## src/inc/rx_ring_pkg.sv

```systemverilog
// Purpose: shared constants for the receive interrupt and status block
// Assumes: 16-bit register port, word addressed by index
// Notes: offsets and bit positions used by the main file
package rx_ring_pkg;
  localparam int ADDR_W = 4;
  localparam int DATA_W = 16;
  // register indices
  localparam logic [3:0] REG_STATUS = 4'h0;
  localparam logic [3:0] REG_CONFIG = 4'h1;
  localparam logic [3:0] REG_DESC_STATUS = 4'h2;
  localparam logic [3:0] REG_BYTE_COUNT = 4'h3;
  localparam logic [3:0] REG_OWNER = 4'h4;
  // main status register positions
  localparam int ST_INIT_DONE = 8;
  localparam int ST_RX_INT = 10;
  localparam int ST_INT_EN = 6;
  localparam int ST_ERR_SUM = 15;
  localparam int ST_MISS = 12;
  localparam int ST_BABBLE = 14;
  // descriptor status word positions
  localparam int DS_ERR = 14;
  localparam int DS_FRAM = 13;
  localparam int DS_OFLO = 12;
  localparam int DS_CRC = 11;
  localparam int DS_BUFF = 10;
  localparam int DS_SOP = 9;
  localparam int DS_EOP = 8;
  // config register positions, then loopback length, CRC, init count and zero constants
  localparam int CF_LOOP = 0;
  localparam int CF_TXCRC = 1;
  localparam int CF_INIT = 2;
  localparam logic [15:0] LOOP_MAX_BYTES = 16'h0024;
  localparam logic [15:0] CRC_BYTES = 16'h0004;
  localparam int INIT_CYCLES = 16;
  localparam logic [15:0] ZERO16 = 16'h0000;
endpackage

```

## src/logic/rx_desc_mem.sv

```systemverilog
// Purpose: small descriptor status store, registered read
// Assumes: single clock, one write and one read port
// Notes: read data valid the cycle after the address
`timescale 1ns/1ps
module rx_desc_mem #(
  parameter int DEPTH = 8,
  parameter int AW = 3,
  parameter int DW = 16
) (
  input wire logic clk_i,
  input wire logic wr_en_i,
  input wire logic [AW-1:0] wr_addr_i,
  input wire logic [DW-1:0] wr_data_i,
  input wire logic [AW-1:0] rd_addr_i,
  output logic [DW-1:0] rd_data_o
);
  logic [DW-1:0] mem_ff [DEPTH];
  logic [DW-1:0] rd_data_ff;
  always_ff @(posedge clk_i) begin
    if (wr_en_i) begin
      mem_ff[wr_addr_i] <= wr_data_i;
    end
    rd_data_ff <= mem_ff[rd_addr_i];
  end
  assign rd_data_o = rd_data_ff;
endmodule

```

## src/logic/rx_ring_service.sv

```systemverilog
// Purpose: receive completion, init-done and interrupt status for the controller
// Assumes: frame status arrives from the receive engine as one-cycle pulses
// Notes: descriptor words kept in a ring store; software reads back only the last descriptor status word
// Operation
// - hand-off of filled descriptor sets receive flag
// - status word holds summary and individual errors
// - loopback: no chaining, at most 36 bytes
// - multi-buffer: first start only, last end
// - init completion sets init-complete flag
// - write one clears flags; zero clears enable
// - error summary clears with all errors
// - interrupt is or of receive, init-complete and error summary flags, gated by enable
`timescale 1ns/1ps
module rx_ring_service #(
  parameter int RING_DEPTH = 8,
  parameter int RING_AW = 3,
  parameter int BUF_BYTES = 256
) (
  input wire logic clk_i,
  input wire logic sys_rst_i,
  input wire logic [3:0] addr_i,
  input wire logic [15:0] wdata_i,
  input wire logic wr_i,
  input wire logic rd_i,
  output logic [15:0] rdata_o,
  input wire logic seg_valid_i,
  input wire logic [15:0] seg_bytes_i,
  input wire logic seg_last_i,
  input wire logic seg_fram_err_i,
  input wire logic seg_crc_err_i,
  input wire logic seg_oflo_err_i,
  input wire logic miss_err_i,
  input wire logic babble_err_i,
  input wire logic host_return_i,
  output logic seg_ready_o,
  output logic loop_len_err_o,
  output logic int_o
);
  typedef enum logic [1:0] {
    INIT_IDLE = 2'b00,
    INIT_RUN = 2'b01,
    INIT_DONE = 2'b10
  } init_state_type;

  init_state_type init_ff, nxt_init;
  logic [4:0] init_cnt_ff, nxt_init_cnt;
  logic rx_int_ff, nxt_rx_int;
  logic init_flag_ff, nxt_init_flag;
  logic int_en_ff, nxt_int_en;
  logic miss_ff, nxt_miss;
  logic babble_ff, nxt_babble;
  logic loop_ff, nxt_loop;
  logic txcrc_ff, nxt_txcrc;
  logic [15:0] exp_len_ff, nxt_exp_len;
  logic in_pkt_ff, nxt_in_pkt;
  logic [15:0] pkt_bytes_ff, nxt_pkt_bytes;
  logic [RING_AW-1:0] wr_ptr_ff, nxt_wr_ptr;
  logic [RING_AW:0] owned_ff, nxt_owned;
  logic loop_err_ff, nxt_loop_err;
  logic [15:0] last_status_ff, nxt_last_status;
  logic [15:0] rdata_ff, nxt_rdata;
  logic [15:0] mem_rdata;
  logic mem_we;
  logic [15:0] desc_word;
  logic wr_status, wr_config;
  logic ring_full, err_sum;
  logic [15:0] expected;

  function automatic logic hit(input logic [3:0] a, input logic [3:0] r);
    hit = (a == r);
  endfunction

  assign wr_status = wr_i && hit(addr_i, rx_ring_pkg::REG_STATUS);
  assign wr_config = wr_i && hit(addr_i, rx_ring_pkg::REG_CONFIG);
  assign ring_full = (owned_ff == (RING_AW+1)'(RING_DEPTH));
  assign seg_ready_o = !ring_full;
  assign err_sum = miss_ff | babble_ff;
  assign expected = txcrc_ff ? 16'(exp_len_ff + rx_ring_pkg::CRC_BYTES) : exp_len_ff;
  assign mem_we = seg_valid_i && !ring_full;

  always_comb begin
    desc_word = rx_ring_pkg::ZERO16;
    desc_word[rx_ring_pkg::DS_FRAM] = seg_fram_err_i;
    desc_word[rx_ring_pkg::DS_CRC] = seg_crc_err_i;
    desc_word[rx_ring_pkg::DS_OFLO] = seg_oflo_err_i;
    desc_word[rx_ring_pkg::DS_BUFF] = !seg_last_i
                                      && (loop_ff || (seg_bytes_i == rx_ring_pkg::ZERO16));
    desc_word[rx_ring_pkg::DS_ERR] = seg_fram_err_i | seg_crc_err_i | seg_oflo_err_i
                                     | desc_word[rx_ring_pkg::DS_BUFF];
    desc_word[rx_ring_pkg::DS_SOP] = !in_pkt_ff;
    desc_word[rx_ring_pkg::DS_EOP] = seg_last_i;
  end

  rx_desc_mem #(
    .DEPTH(RING_DEPTH),
    .AW(RING_AW),
    .DW(16)
  ) u_mem (
    .clk_i(clk_i),
    .wr_en_i(mem_we),
    .wr_addr_i(wr_ptr_ff),
    .wr_data_i(desc_word),
    .rd_addr_i(wdata_i[RING_AW-1:0]),
    .rd_data_o(mem_rdata)
  );

  always_comb begin
    nxt_init = init_ff;
    nxt_init_cnt = init_cnt_ff;
    nxt_init_flag = init_flag_ff;
    nxt_rx_int = rx_int_ff;
    nxt_int_en = int_en_ff;
    nxt_miss = miss_ff;
    nxt_babble = babble_ff;
    nxt_loop = loop_ff;
    nxt_txcrc = txcrc_ff;
    nxt_exp_len = exp_len_ff;
    nxt_in_pkt = in_pkt_ff;
    nxt_pkt_bytes = pkt_bytes_ff;
    nxt_wr_ptr = wr_ptr_ff;
    nxt_owned = owned_ff;
    nxt_loop_err = loop_err_ff;
    nxt_last_status = last_status_ff;
    // write-one clears; hardware set below wins
    if (wr_status) begin
      if (wdata_i[rx_ring_pkg::ST_RX_INT]) nxt_rx_int = 1'b0;
      if (wdata_i[rx_ring_pkg::ST_INIT_DONE]) nxt_init_flag = 1'b0;
      if (wdata_i[rx_ring_pkg::ST_MISS]) nxt_miss = 1'b0;
      if (wdata_i[rx_ring_pkg::ST_BABBLE]) nxt_babble = 1'b0;
      nxt_int_en = wdata_i[rx_ring_pkg::ST_INT_EN];
    end
    if (wr_config) begin
      nxt_loop = wdata_i[rx_ring_pkg::CF_LOOP];
      nxt_txcrc = wdata_i[rx_ring_pkg::CF_TXCRC];
    end
    if (wr_i && hit(addr_i, rx_ring_pkg::REG_BYTE_COUNT)) begin
      nxt_exp_len = wdata_i;
    end
    case (init_ff)
      INIT_IDLE: begin
        if (wr_config && wdata_i[rx_ring_pkg::CF_INIT]) begin
          nxt_init = INIT_RUN;
          nxt_init_cnt = 5'h00;
        end
      end
      INIT_RUN: begin
        nxt_init_cnt = 5'(init_cnt_ff + 5'h01);
        if (init_cnt_ff == 5'(rx_ring_pkg::INIT_CYCLES - 1)) begin
          nxt_init = INIT_DONE;
          nxt_init_flag = 1'b1;
        end
      end
      INIT_DONE: begin
        if (wr_config && wdata_i[rx_ring_pkg::CF_INIT]) begin
          nxt_init = INIT_RUN;
          nxt_init_cnt = 5'h00;
        end
      end
      default: nxt_init = INIT_IDLE;
    endcase
    if (miss_err_i) nxt_miss = 1'b1;
    if (babble_err_i) nxt_babble = 1'b1;
    if (host_return_i && owned_ff != '0) begin
      nxt_owned = (RING_AW+1)'(owned_ff - 1'b1);
    end
    if (mem_we) begin
      nxt_wr_ptr = RING_AW'(wr_ptr_ff + 1'b1);
      nxt_owned = (host_return_i && owned_ff != '0) ? owned_ff
                                                     : (RING_AW+1)'(owned_ff + 1'b1);
      nxt_last_status = desc_word;
      nxt_pkt_bytes = seg_last_i ? rx_ring_pkg::ZERO16 : 16'(pkt_bytes_ff + seg_bytes_i);
      nxt_in_pkt = !seg_last_i;
      nxt_rx_int = 1'b1;
      if (loop_ff && seg_last_i) begin
        nxt_loop_err = (16'(pkt_bytes_ff + seg_bytes_i) != expected)
                       || (seg_bytes_i > rx_ring_pkg::LOOP_MAX_BYTES) || in_pkt_ff;
      end
    end
  end

  always_comb begin
    nxt_rdata = rx_ring_pkg::ZERO16;
    case (addr_i)
      rx_ring_pkg::REG_STATUS: begin
        nxt_rdata[rx_ring_pkg::ST_ERR_SUM] = err_sum;
        nxt_rdata[rx_ring_pkg::ST_BABBLE] = babble_ff;
        nxt_rdata[rx_ring_pkg::ST_MISS] = miss_ff;
        nxt_rdata[rx_ring_pkg::ST_RX_INT] = rx_int_ff;
        nxt_rdata[rx_ring_pkg::ST_INIT_DONE] = init_flag_ff;
        nxt_rdata[rx_ring_pkg::ST_INT_EN] = int_en_ff;
      end
      rx_ring_pkg::REG_CONFIG: begin
        nxt_rdata[rx_ring_pkg::CF_LOOP] = loop_ff;
        nxt_rdata[rx_ring_pkg::CF_TXCRC] = txcrc_ff;
      end
      rx_ring_pkg::REG_DESC_STATUS: nxt_rdata = last_status_ff;
      rx_ring_pkg::REG_BYTE_COUNT: nxt_rdata = exp_len_ff;
      rx_ring_pkg::REG_OWNER: nxt_rdata = 16'(owned_ff);
      default: nxt_rdata = rx_ring_pkg::ZERO16;
    endcase
    // data stand only in the cycle after a read strobe
    if (!rd_i) begin
      nxt_rdata = rx_ring_pkg::ZERO16;
    end
  end

  always_ff @(posedge clk_i) begin
    if (sys_rst_i) begin
      init_ff <= INIT_IDLE;
      init_cnt_ff <= 5'h00;
      init_flag_ff <= 1'b0;
      rx_int_ff <= 1'b0;
      int_en_ff <= 1'b0;
      miss_ff <= 1'b0;
      babble_ff <= 1'b0;
      loop_ff <= 1'b0;
      txcrc_ff <= 1'b0;
      exp_len_ff <= 16'h0000;
      in_pkt_ff <= 1'b0;
      pkt_bytes_ff <= 16'h0000;
      wr_ptr_ff <= '0;
      owned_ff <= '0;
      loop_err_ff <= 1'b0;
      last_status_ff <= 16'h0000;
      rdata_ff <= 16'h0000;
    end else begin
      init_ff <= nxt_init;
      init_cnt_ff <= nxt_init_cnt;
      init_flag_ff <= nxt_init_flag;
      rx_int_ff <= nxt_rx_int;
      int_en_ff <= nxt_int_en;
      miss_ff <= nxt_miss;
      babble_ff <= nxt_babble;
      loop_ff <= nxt_loop;
      txcrc_ff <= nxt_txcrc;
      exp_len_ff <= nxt_exp_len;
      in_pkt_ff <= nxt_in_pkt;
      pkt_bytes_ff <= nxt_pkt_bytes;
      wr_ptr_ff <= nxt_wr_ptr;
      owned_ff <= nxt_owned;
      loop_err_ff <= nxt_loop_err;
      last_status_ff <= nxt_last_status;
      rdata_ff <= nxt_rdata;
    end
  end

  assign rdata_o = rdata_ff;
  assign loop_len_err_o = loop_err_ff;
  // level or of conditions, gated by enable
  assign int_o = int_en_ff & (rx_int_ff | init_flag_ff | err_sum);
endmodule

```

## config.mk

```make
export PLATFORM = sky130hd
export DESIGN_NAME = rx_ring_service
export DESIGN_NICKNAME = d
export VERILOG_FILES = /design/src/inc/rx_ring_pkg.sv /design/src/logic/rx_desc_mem.sv /design/src/logic/rx_ring_service.sv
export SDC_FILE = /design/constraint.sdc
export NUM_CORES = 1
export LEC_CHECK = 0
export ABC_AREA = 1
export BUFFER_PORTS_ARGS = -buffer_cell sky130_fd_sc_hd__buf_4
export CAP_MARGIN = 15
export CORE_ASPECT_RATIO = 1.1
export CORE_MARGIN = 4
export CORE_UTILIZATION = 54
export CTS_BUF_LIST = sky130_fd_sc_hd__clkbuf_8
export CTS_CLUSTER_DIAMETER = 80
export DETAILED_ROUTE_END_ITERATION = 7
export HOLD_SLACK_MARGIN = 0.15
export PLACE_DENSITY = 0.79
export SETUP_SLACK_MARGIN = 0.02
export SLEW_MARGIN = 20
export SYNTH_ARGS = -nofsm -noshare
export SYNTH_HDL_FRONTEND = slang
export SYNTH_HIERARCHICAL = 1
export SYNTH_SLANG_ARGS = --single-unit
export TNS_END_PERCENT = 20
```

## constraint.sdc

```tcl
create_clock -name clk_i -period 2 [get_ports clk_i]
set_clock_uncertainty 0.1 [all_clocks]
set_input_delay 0.1 -clock clk_i [delete_from_list [all_inputs] [get_ports clk_i]]
set_output_delay 0.1 -clock clk_i [all_outputs]
set_load 0.05 [all_outputs]
```

After elaboration in Yosys (flattened, before gate mapping)

Cells that the tools add are included.

Register bits: 75
Input bits: 48
Output and inout bits: 19
Word-level logic and storage cells: 113

Add/subtract/negate cells: 5
Order comparisons: 1
Eq/ne operators: 12
Multiplexer cells: 33
Bitwise logic cells: 9
Reduce and logical (&&, ||, !) cells: 36

Operator list:

| cell                  | number |
|---|---|
| $mux 16               | 2 |
| $add 16x16->16        | 1 |
| $add 16x3->16 const B | 1 |
| $gt 16x6->1 const B   | 1 |
| $logic_not 16->1      | 1 |
| $ne 16x16->1          | 1 |
| $reduce_bool 2->1     | 8 |
| $reduce_and 2->1      | 7 |
| $mux 1                | 13 |
| $mux 4                | 3 |
| $pmux 2 s3            | 2 |
| $pmux 5 s2            | 1 |
| $pmux 1 s3            | 3 |
| $eq 4x2->1 const B    | 2 |
| $logic_and 1x1->1     | 8 |
| $pmux 1 s2            | 4 |
| $pmux 4 s2            | 1 |
| $or 1x1->1            | 6 |
| $add 5x1->5 const B   | 1 |
| $eq 5x4->1 const B    | 1 |
| $mux 5                | 1 |
| $add 4x1->4 const B   | 1 |
| $eq 4x1->1 const B    | 1 |
| $eq 4x3->1 const B    | 1 |
| 17 further kinds      | 25 |

Logic depth before layout (Yosys ltp)

Gate-level depths: netlist of the first run.

Word-level depth: 5
Depth in mapped cells: 18
Mapped depth without buffers: 18

Least setup slack after synthesis of the first run

OpenSTA, ideal clock, no wires.

Kind: register -> register
Start point: reg owned_ff[0]
End point: reg owned_ff[3]
Arrival time: 2.526 ns
Data required time: 1.781 ns
Setup slack: -0.745 ns
Stages on the path, launching flop included: 13
Path buffers: 1
Cell sequence: dfxtp_1 -> nor2_1 -> nand3_1 -> nand2_2 -> buf_1 -> ha_1 -> nand2_1 -> nand2_1 -> a31oi_1 -> or2_2 -> nand3_1 -> o21ai_0 -> a21oi_1

Cells in the longest elaborated chain, start to end: 5

RTL lines:

| item                                                             | RTL line               | RTL |
|---|---|---|
| from (decl)                                                      | rx_ring_service.sv:58  | `logic [RING_AW:0] owned_ff, nxt_owned;` |
| from (signal assigned)                                           | rx_ring_service.sv:240 | `owned_ff <= nxt_owned;` |
| $eq 4x4->1 (*)                                                   | rx_ring_service.sv:75  | `assign ring_full = (owned_ff == (RING_AW+1)'(RING_DEPTH));` |
| $logic_not 1->1 (*)                                              | --                     |  |
| named net seg_ready_o                                            | rx_ring_service.sv:35  | `output logic seg_ready_o,` |
| $logic_and 1x1->1 (*)                                            | rx_ring_service.sv:79  | `assign mem_we = seg_valid_i && !ring_full;` |
| $ne 2x2->1 (no source line) or $reduce_bool 2->1 (tied branches) | --                     |  |
| $reduce_and 2->1 (no source line)                                | --                     |  |

The timed path passes the listed nets; every way through them passes the cells marked *. The select of a mux whose other input is x is not followed.
A chain may end at the register's enable or synchronous reset.

Worst setup path in the final report of the first run

Start point: reg pkt_bytes_ff[0]
End point: reg loop_err_ff, in the netlist loop_len_err_o

Cells in the longest elaborated chain, start to end: 4

RTL lines:

| item                           | RTL line               | RTL |
|---|---|---|
| from (decl)                    | rx_ring_service.sv:56  | `logic [15:0] pkt_bytes_ff, nxt_pkt_bytes;` |
| from (signal assigned)         | rx_ring_service.sv:238 | `pkt_bytes_ff <= nxt_pkt_bytes;` |
| $add 16x16->16                 | rx_ring_service.sv:175 | `nxt_loop_err = (16'(pkt_bytes_ff + seg_bytes_i) != expected)` |
| $ne 16x16->1                   | rx_ring_service.sv:175 |  |
| $logic_or 1x1->1 (2 in series) | rx_ring_service.sv:176 | `\|\| (seg_bytes_i > rx_ring_pkg::LOOP_MAX_BYTES) \|\| in_pkt_ff;` |
| to (signal assigned)           | rx_ring_service.sv:241 | `loop_err_ff <= nxt_loop_err;` |
| to (decl)                      | rx_ring_service.sv:59  | `logic loop_err_ff, nxt_loop_err;` |

Every way passes these cells.

==> run metrics, run 1 <==
status=finished, violations left; failing checks=negative setup slack; Seq/Total Area, Yosys=about a third; clk sinks=75; share of layout cells above drive strength 1=a little under a fifth; number of global-route vias before repair=about 5100; overall die width=between 90 and 100 um; Worst path most repeated cell=nor2_1; synthesis warning total=6; latest clock arrival within the worst-skew pair=about 360 ps; Worst Hold Class=input pin to flip-flop; PD cells=around 730 nW/um^2; commonest non-fill, non-tap cell in the layout=nand2_1; share of the synthesized area in the top cell type=about a third; Die ar.=~10000 um^2; DRC Markers=0; crit path cell chain=ha_1 -> inv_1 -> fa_2 -> nor2_1 -> nor2_1 -> nand3_1 -> nor2_1 -> nand3_1 -> nor2_1 -> nand3_1 -> nor2_1 -> nand4_1 -> nor2_1 -> nor2_1; final setup margin=-194 ps; core area=a little over 8000 um^2; shortest period the worst path allows=2190 ps; first-pass GRT wire length=around 23 mm; FF+latch count, synth=75; achievable clock frequency=between 0.4 and 0.5 GHz; Final Cycle Share=110%; Worst EP required=between 2000 and 2500 ps; IR drop worst, VDD=around 0.52 mV; initial core utilization=a little under three fifths; WP data arrival=around 2300 ps; area delta synth->final=35.6%; dpl ws=-224 ps; hpwl dp=~10 mm; Max-slew headroom=between 60% and 70%; IO Port Bufs=66; GP Congestion=a little over 0.9; IO Pins=67; total iterations of the first detailed-routing run=5; r2r worst-path depth=14; synthesized instance count=720; antenna violations before repair=0; CTS Root Cell=clkbuf_8; synth top area cells=dfxtp_1 (33%), nand2_1 (17%), inv_1 (8.4%); syn_area_per_cell=between 6 and 7 um^2; CTS clk-pin slew, worst paths=around 90 ps; CTS max path bufs=2; Total GRT Usage=~29%; final hold viol count=0; total power draw=4530 uW; Mapped Area=roughly 4600 um^2; stages on the worst setup path=14; max-cap violation count=0; Worst path max stage delay=about 550 ps; RSZ-0062 raised after global routing=true; Initial DRC Count=between 300 and 400; critical path class=flip-flop to flip-flop; Net count, final=930; Slowest cell on crit path=fa_2; final wirelength=around 15 mm; most frequent cells in the layout=nand2_1 (203), inv_1 (102), buf_4 (97); Worst Setup Start Kind=flip-flop; hold depth=5; ant diodes=0; CP Max Fanout=3; routed length per placed instance=around 15 um; CTS Buf Count=9; Pleak=approximately 0.003 uW; Syn Nets=about 800; crit path capture type=flip-flop; slew at the pin closest to its max-slew limit=just under 600 ps; Buf/Inv on CP=1; fin. max-slew vios=0; final setup fails=1; via/cell ratio=5.49; CTS tree=done; pin count of the biggest net entering global routing=30; WHS=~170 ps; Synth cell types=37; CP delay by family, top=simple AND/OR/NAND/NOR gates; Synth area leader=dfxtp_1; Setup TNS=-194 ps; GR Overflow Total=0; Via Count=roughly 5300; Post-DRT Antenna Nets=0; Cell Rows=34; Die Y=around 100 um; H-tree depth=3
## worst register-to-register path: stages, from the launching register on
cell	delay (ps)
dfxtp_2	330
ha_1	150
inv_1	60
fa_2	550
nor2_1	50
nor2_1	90
nand3_1	80
nor2_1	110
nand3_1	80
nor2_1	90
nand3_1	70
nor2_1	110
nand4_1	80
nor2_1	90
nor2_1	50
## power by group
group / switching [uW] / leakage [uW] / total (uW) / internal (uW)
Sequential: 110 / 0.000612 / 1720 / 1610
Combinational: 834 / 0.00231 / 1460 / 622
Clock: 642 / 0.000113 / 1360 / 714
Total: 1590 / 0.00304 / 4530 / 2940
## cells by family (layout without fill, tap and decap cells)
| kind of cell | after synthesis | in the layout | share of synthesized area (%) |
|---|---|---|---|
| simple gates | 371 | 371 | 34.4 |
| compound gates | 122 | 122 | 14.4 |
| buf+inv | 120 | 265 | 10.1 |
| flops | 75 | 75 | 32.8 |
| fa+ha+maj | 22 | 22 | 6.33 |
| xor+xnor | 10 | 10 | 2.07 |
## per-layer routing
layer  part of all wire, %  vias to the layer above  track usage, %
li1                      -                     2593               -
met1                    39                     2434            34.1
met2                    50                      255            50.9
met3                   6.8                       58            4.10
met4                   4.3                        0            14.3
met5                     0                        -               0
## layout make-up
cell class	count	area, um^2
multi-input cells	525	2750
fillers	617	1870
flip-flops and latches	75	1510
repair buffers	142	1190
inverters	106	402
well taps	108	135
clock buffers	9	124
clock inverters	7	100
repair inverters	1	5.00
## timing repair
action / 4_1_cts / 5_1_grt
endpoints found under the hold margin: 57 / 2
pin swaps: 3 / 2
resized for setup: 4 / 24
buffers inserted: 0 / 0
hold buffers: 44 / 1
cloned: 0 / 1
endpoints found under the setup margin: 2 / 14
## metrics by stage
stage	area, um^2	utilization (%)	instances
after floorplan	4630	-	720
after global placement	5440	67.4	912
after detailed placement	5440	67.4	912
after CTS	6120	75.7	972
after global routing	6210	76.9	973
final	6210	76.9	973
## worst paths after layout
check	to	slack, ps	from
setup / recovery	loop_len_err_o	-190	pkt_bytes_ff[0]
hold / removal	in_pkt_ff	170	seg_valid_i
setup reg to reg	loop_len_err_o	-190	pkt_bytes_ff[0]
hold reg to reg	init_cnt_ff[0]	360	init_cnt_ff[0]
## Yosys cell counts
master	number
nand4_1	7
o211ai_1	4
xor2_2	1
nor2_1	71
nand3_1	59
o21bai_1	1
nand2_4	2
nand2_2	2
inv_2	1
clkbuf_1	10
o22ai_1	4
ha_1	20
buf_2	2
buf_1	1
nand3b_1	2
inv_1	103
nand2_1	208
dfxtp_1	75
a21oi_1	64
a31oi_1	2
nor3_1	7
a211oi_1	1
clkinv_1	2
fa_1	2
o32ai_1	3
or2_1	1
and2_1	1
xor2_1	7
nor2_4	3
nor4_1	3
o21ai_0	42
nand3_2	2
clkbuf_8	1
xnor2_1	2
nor2_2	1
or2_2	2
o21bai_4	1
## flip-flops by register name (all words and copies together), names as in the netlist
signal,flops
exp_len_ff,16
pkt_bytes_ff,16
rdata_o,16
last_status_ff,7
init_cnt_ff,5
owned_ff,4
init_ff,2
babble_ff,1
in_pkt_ff,1
init_flag_ff,1
int_en_ff,1
loop_ff,1
loop_len_err_o,1
miss_ff,1
rx_int_ff,1
txcrc_ff,1
Note: power is estimated with default switching activity, not from simulation.
==> run 2: changes to the inputs <==
==> constraint.sdc (replaced) <==
create_clock -name clk_i -period 2 [get_ports clk_i]
set_clock_uncertainty 0.1 [all_clocks]
set_input_delay 0.4 -clock clk_i [delete_from_list [all_inputs] [get_ports clk_i]]
set_output_delay 0.4 -clock clk_i [all_outputs]
set_load 0.05 [all_outputs]
==> run 2 against run 1 <==
Net effect:
- the run still ends with negative setup slack left
- global-route usage decreased by 2.0 points
- clock power decreased by 7%
- core utilization decreased by 2.7 points
- largest cell class unchanged
- sequential share of layout area increased by 0.85 points
- first-iteration DRC count decreased by 27%
- worst setup slack got worse by 6.1 ps
- power decreased by 1.2%
- critical path depth unchanged
- non-clock buffer count decreased by 19
- die area unchanged
- register-to-register slack about the same
- routed wire length decreased by 11%
- critical endpoint unchanged
==> run metrics, run 2 (synthesis gave the netlist of run 1 again) <==
ant diodes=0 (unchanged); placed cell count=935 (+2.5%); achievable clock frequency=0.454 GHz (-0.28%); Post-DRT Antenna Nets=0 (unchanged); non-filler cells, final=953 (-2.1%); final setup fails=1 (unchanged); final wirelength=13.1 mm (-11%); filler instances=655 (+6.2%); CTS clk-pin slew, worst paths=80 ps (about the same); WP data arrival=2360 ps (+20 ps); Max-slew headroom=74.8% (+14 points); antenna violations before repair=0 (unchanged); Pleak=0.00291 uW (-4.2%); fin area=6000 um^2 (-3.5%); final hold viol count=0 (unchanged); DRC Markers=0 (unchanged); clk sinks=75 (unchanged); crit path capture type=flip-flop; Die ar.=10000 um^2 (unchanged); latest clock arrival within the worst-skew pair=360 ps (about the same); Net count, final=910 (-2.2%); overall die width=95.8 um (unchanged); DP Area=5590 um^2 (+2.8%); CTS Buf Count=9 (unchanged); shortest period the worst path allows=2200 ps (+6.12 ps); pin count of the biggest net entering global routing=30 (unchanged); hold depth=3 (-2); fin. max-slew vios=0 (unchanged); dpl ws=-395 ps (-171 ps); PD cells=746 nW/um^2 (+2.4%); IR drop worst, VDD=0.459 mV (-12%); area taken by flip-flops and latches=1510 um^2 (about the same); flop2flop setup slack=-200 ps (about the same); Endpoint, Worst Hold=babble_ff; CTS max path bufs=2 (unchanged); hold path startpoint=babble_err_i; status=finished, violations left; CTS Root Cell=clkbuf_8; number of global-route vias before repair=4925 (-3.9%); max-cap violation count=0 (unchanged); Die Y=105 um (unchanged); Multi-input gate area=2820 um^2 (+2.5%); failing checks=negative setup slack; Via Count=5022 (-6.0%); GP Congestion=0.892 (-4.4%); Total GRT Usage=27.1% (-2.0 points); Worst Setup Start Kind=flip-flop; worst r2r src=pkt_bytes_ff[0]; H-tree depth=3 (unchanged); CP Max Fanout=3 (unchanged); hpwl dp=10.1 mm (+0.91%); Cell Rows=34 (unchanged); RSZ-0062 raised after global routing=true; first-pass GRT wire length=21.8 mm (-6.5%); total iterations of the first detailed-routing run=5 (unchanged); most frequent cells in the layout=nand2_1 (201), buf_4 (121), inv_1 (100); Final Cycle Share=110% (+0.31 points); commonest non-fill, non-tap cell in the layout=nand2_1; share of layout cells above drive strength 1=21.8% (+3.5 points); routed length per placed instance=13.8 um (-8.9%); Initial DRC Count=263 (-27%); core area=8080 um^2 (unchanged); GR Overflow Total=0 (unchanged); Setup TNS=-200 ps (-6.12 ps); IO Pins=67 (unchanged); Worst Hold Class=input pin to flip-flop; area delta synth->final=30.8%; IO Port Bufs=66 (unchanged); critical path class=flip-flop to flip-flop; Worst EP required=2160 ps (about the same); Critical R2R Capture=loop_len_err_o; initial core utilization=56.7% (unchanged); CTS tree=done; via/cell ratio=5.27 (-4.0%); final setup margin=-200 ps (-6.12 ps); slew at the pin closest to its max-slew limit=378 ps (-217 ps); r2r worst-path depth=14 (unchanged)
-- run 2: cell types whose count changed in the layout (fill, tap and decap cells not counted), moves of 2 or more --
cell / before / now
ha_4: 4 / 8
ha_1: 16 / 12
buf_4: 97 / 121
dlygate4sd3_1: 40 / 1
inv_1: 102 / 100
nand2_1: 203 / 201
nor2_1: 68 / 70
dlymetal6s4s_1: 3 / 0
-- run 2: power by group --
part | internal (uW) | total (uW) | leakage (uW) | switching (uW)
Clock | 622 | 1260 | 0.0000995 | 641
Combinational | 655 | 1500 | 0.00220 | 847
Sequential | 1610 | 1710 | 0.000611 | 104
-- run 2: worst max-delay path by stage --
stage,startpoint,endpoint,slack [ps]
3_5_place_dp,seg_bytes_i[0],loop_len_err_o,-400
5_1_grt,pkt_bytes_ff[0],loop_len_err_o,-420
2_1_floorplan,seg_bytes_i[0],loop_len_err_o,-80
6_report,pkt_bytes_ff[0],loop_len_err_o,-200
4_1_cts,pkt_bytes_ff[0],loop_len_err_o,-220
3_3_place_gp,seg_bytes_i[0],loop_len_err_o,-340
-- run 2: final cells by class --
type	instances	share of cell area, %
Multi-Input combinational cell	525	47.0
Sequential cell	75	25.1
Timing Repair Buffer	123	15.5
Inverter	106	6.63
Clock buffer	10	2.30
Tap cell	108	2.25
Clock inverter	6	1.19
-- run 2: worst max-delay path, cell delays in order (launching register included) --
cell and delay, ps:
dfxtp_2 360, ha_4 130, inv_2 40, fa_2 550, nor2_1 40, nor2_1 90
nand3_1 80, nor2_1 90, nand3_1 80, nor2_1 110, nand3_1 70, nor2_1 110
nand4_1 80, nor2_1 110, nor2_1 40
-- run 2: routing by layer --
layer	GRT usage [%]	share of wire, %	vias to the layer above
met5	0	0	-
met3	5.10	5.8	26
met1	32.4	41	2282
li1	-	-	2547
met4	9.04	2.1	0
met2	47.9	51	167
-- run 2: per-stage QoR --
step | total power (uW) | util [%] | hold slack, ps
detailed placement | 3110 | 69.2 | 362
global route | 4740 | 74.2 | 164
floorplan | 2590 | - | 329
global placement | 3060 | 69.2 | 354
finish | 4470 | 74.2 | 161
CTS | 4370 | 72.0 | 163
-- run 2: what timing repair did --
item,4_1_cts,5_1_grt
hold buffers,1,0
hold endpoints to repair,1,0
gates resized for setup,3,32
setup buffers,0,1
pin swaps,0,11
endpoints found under the setup margin,4,12
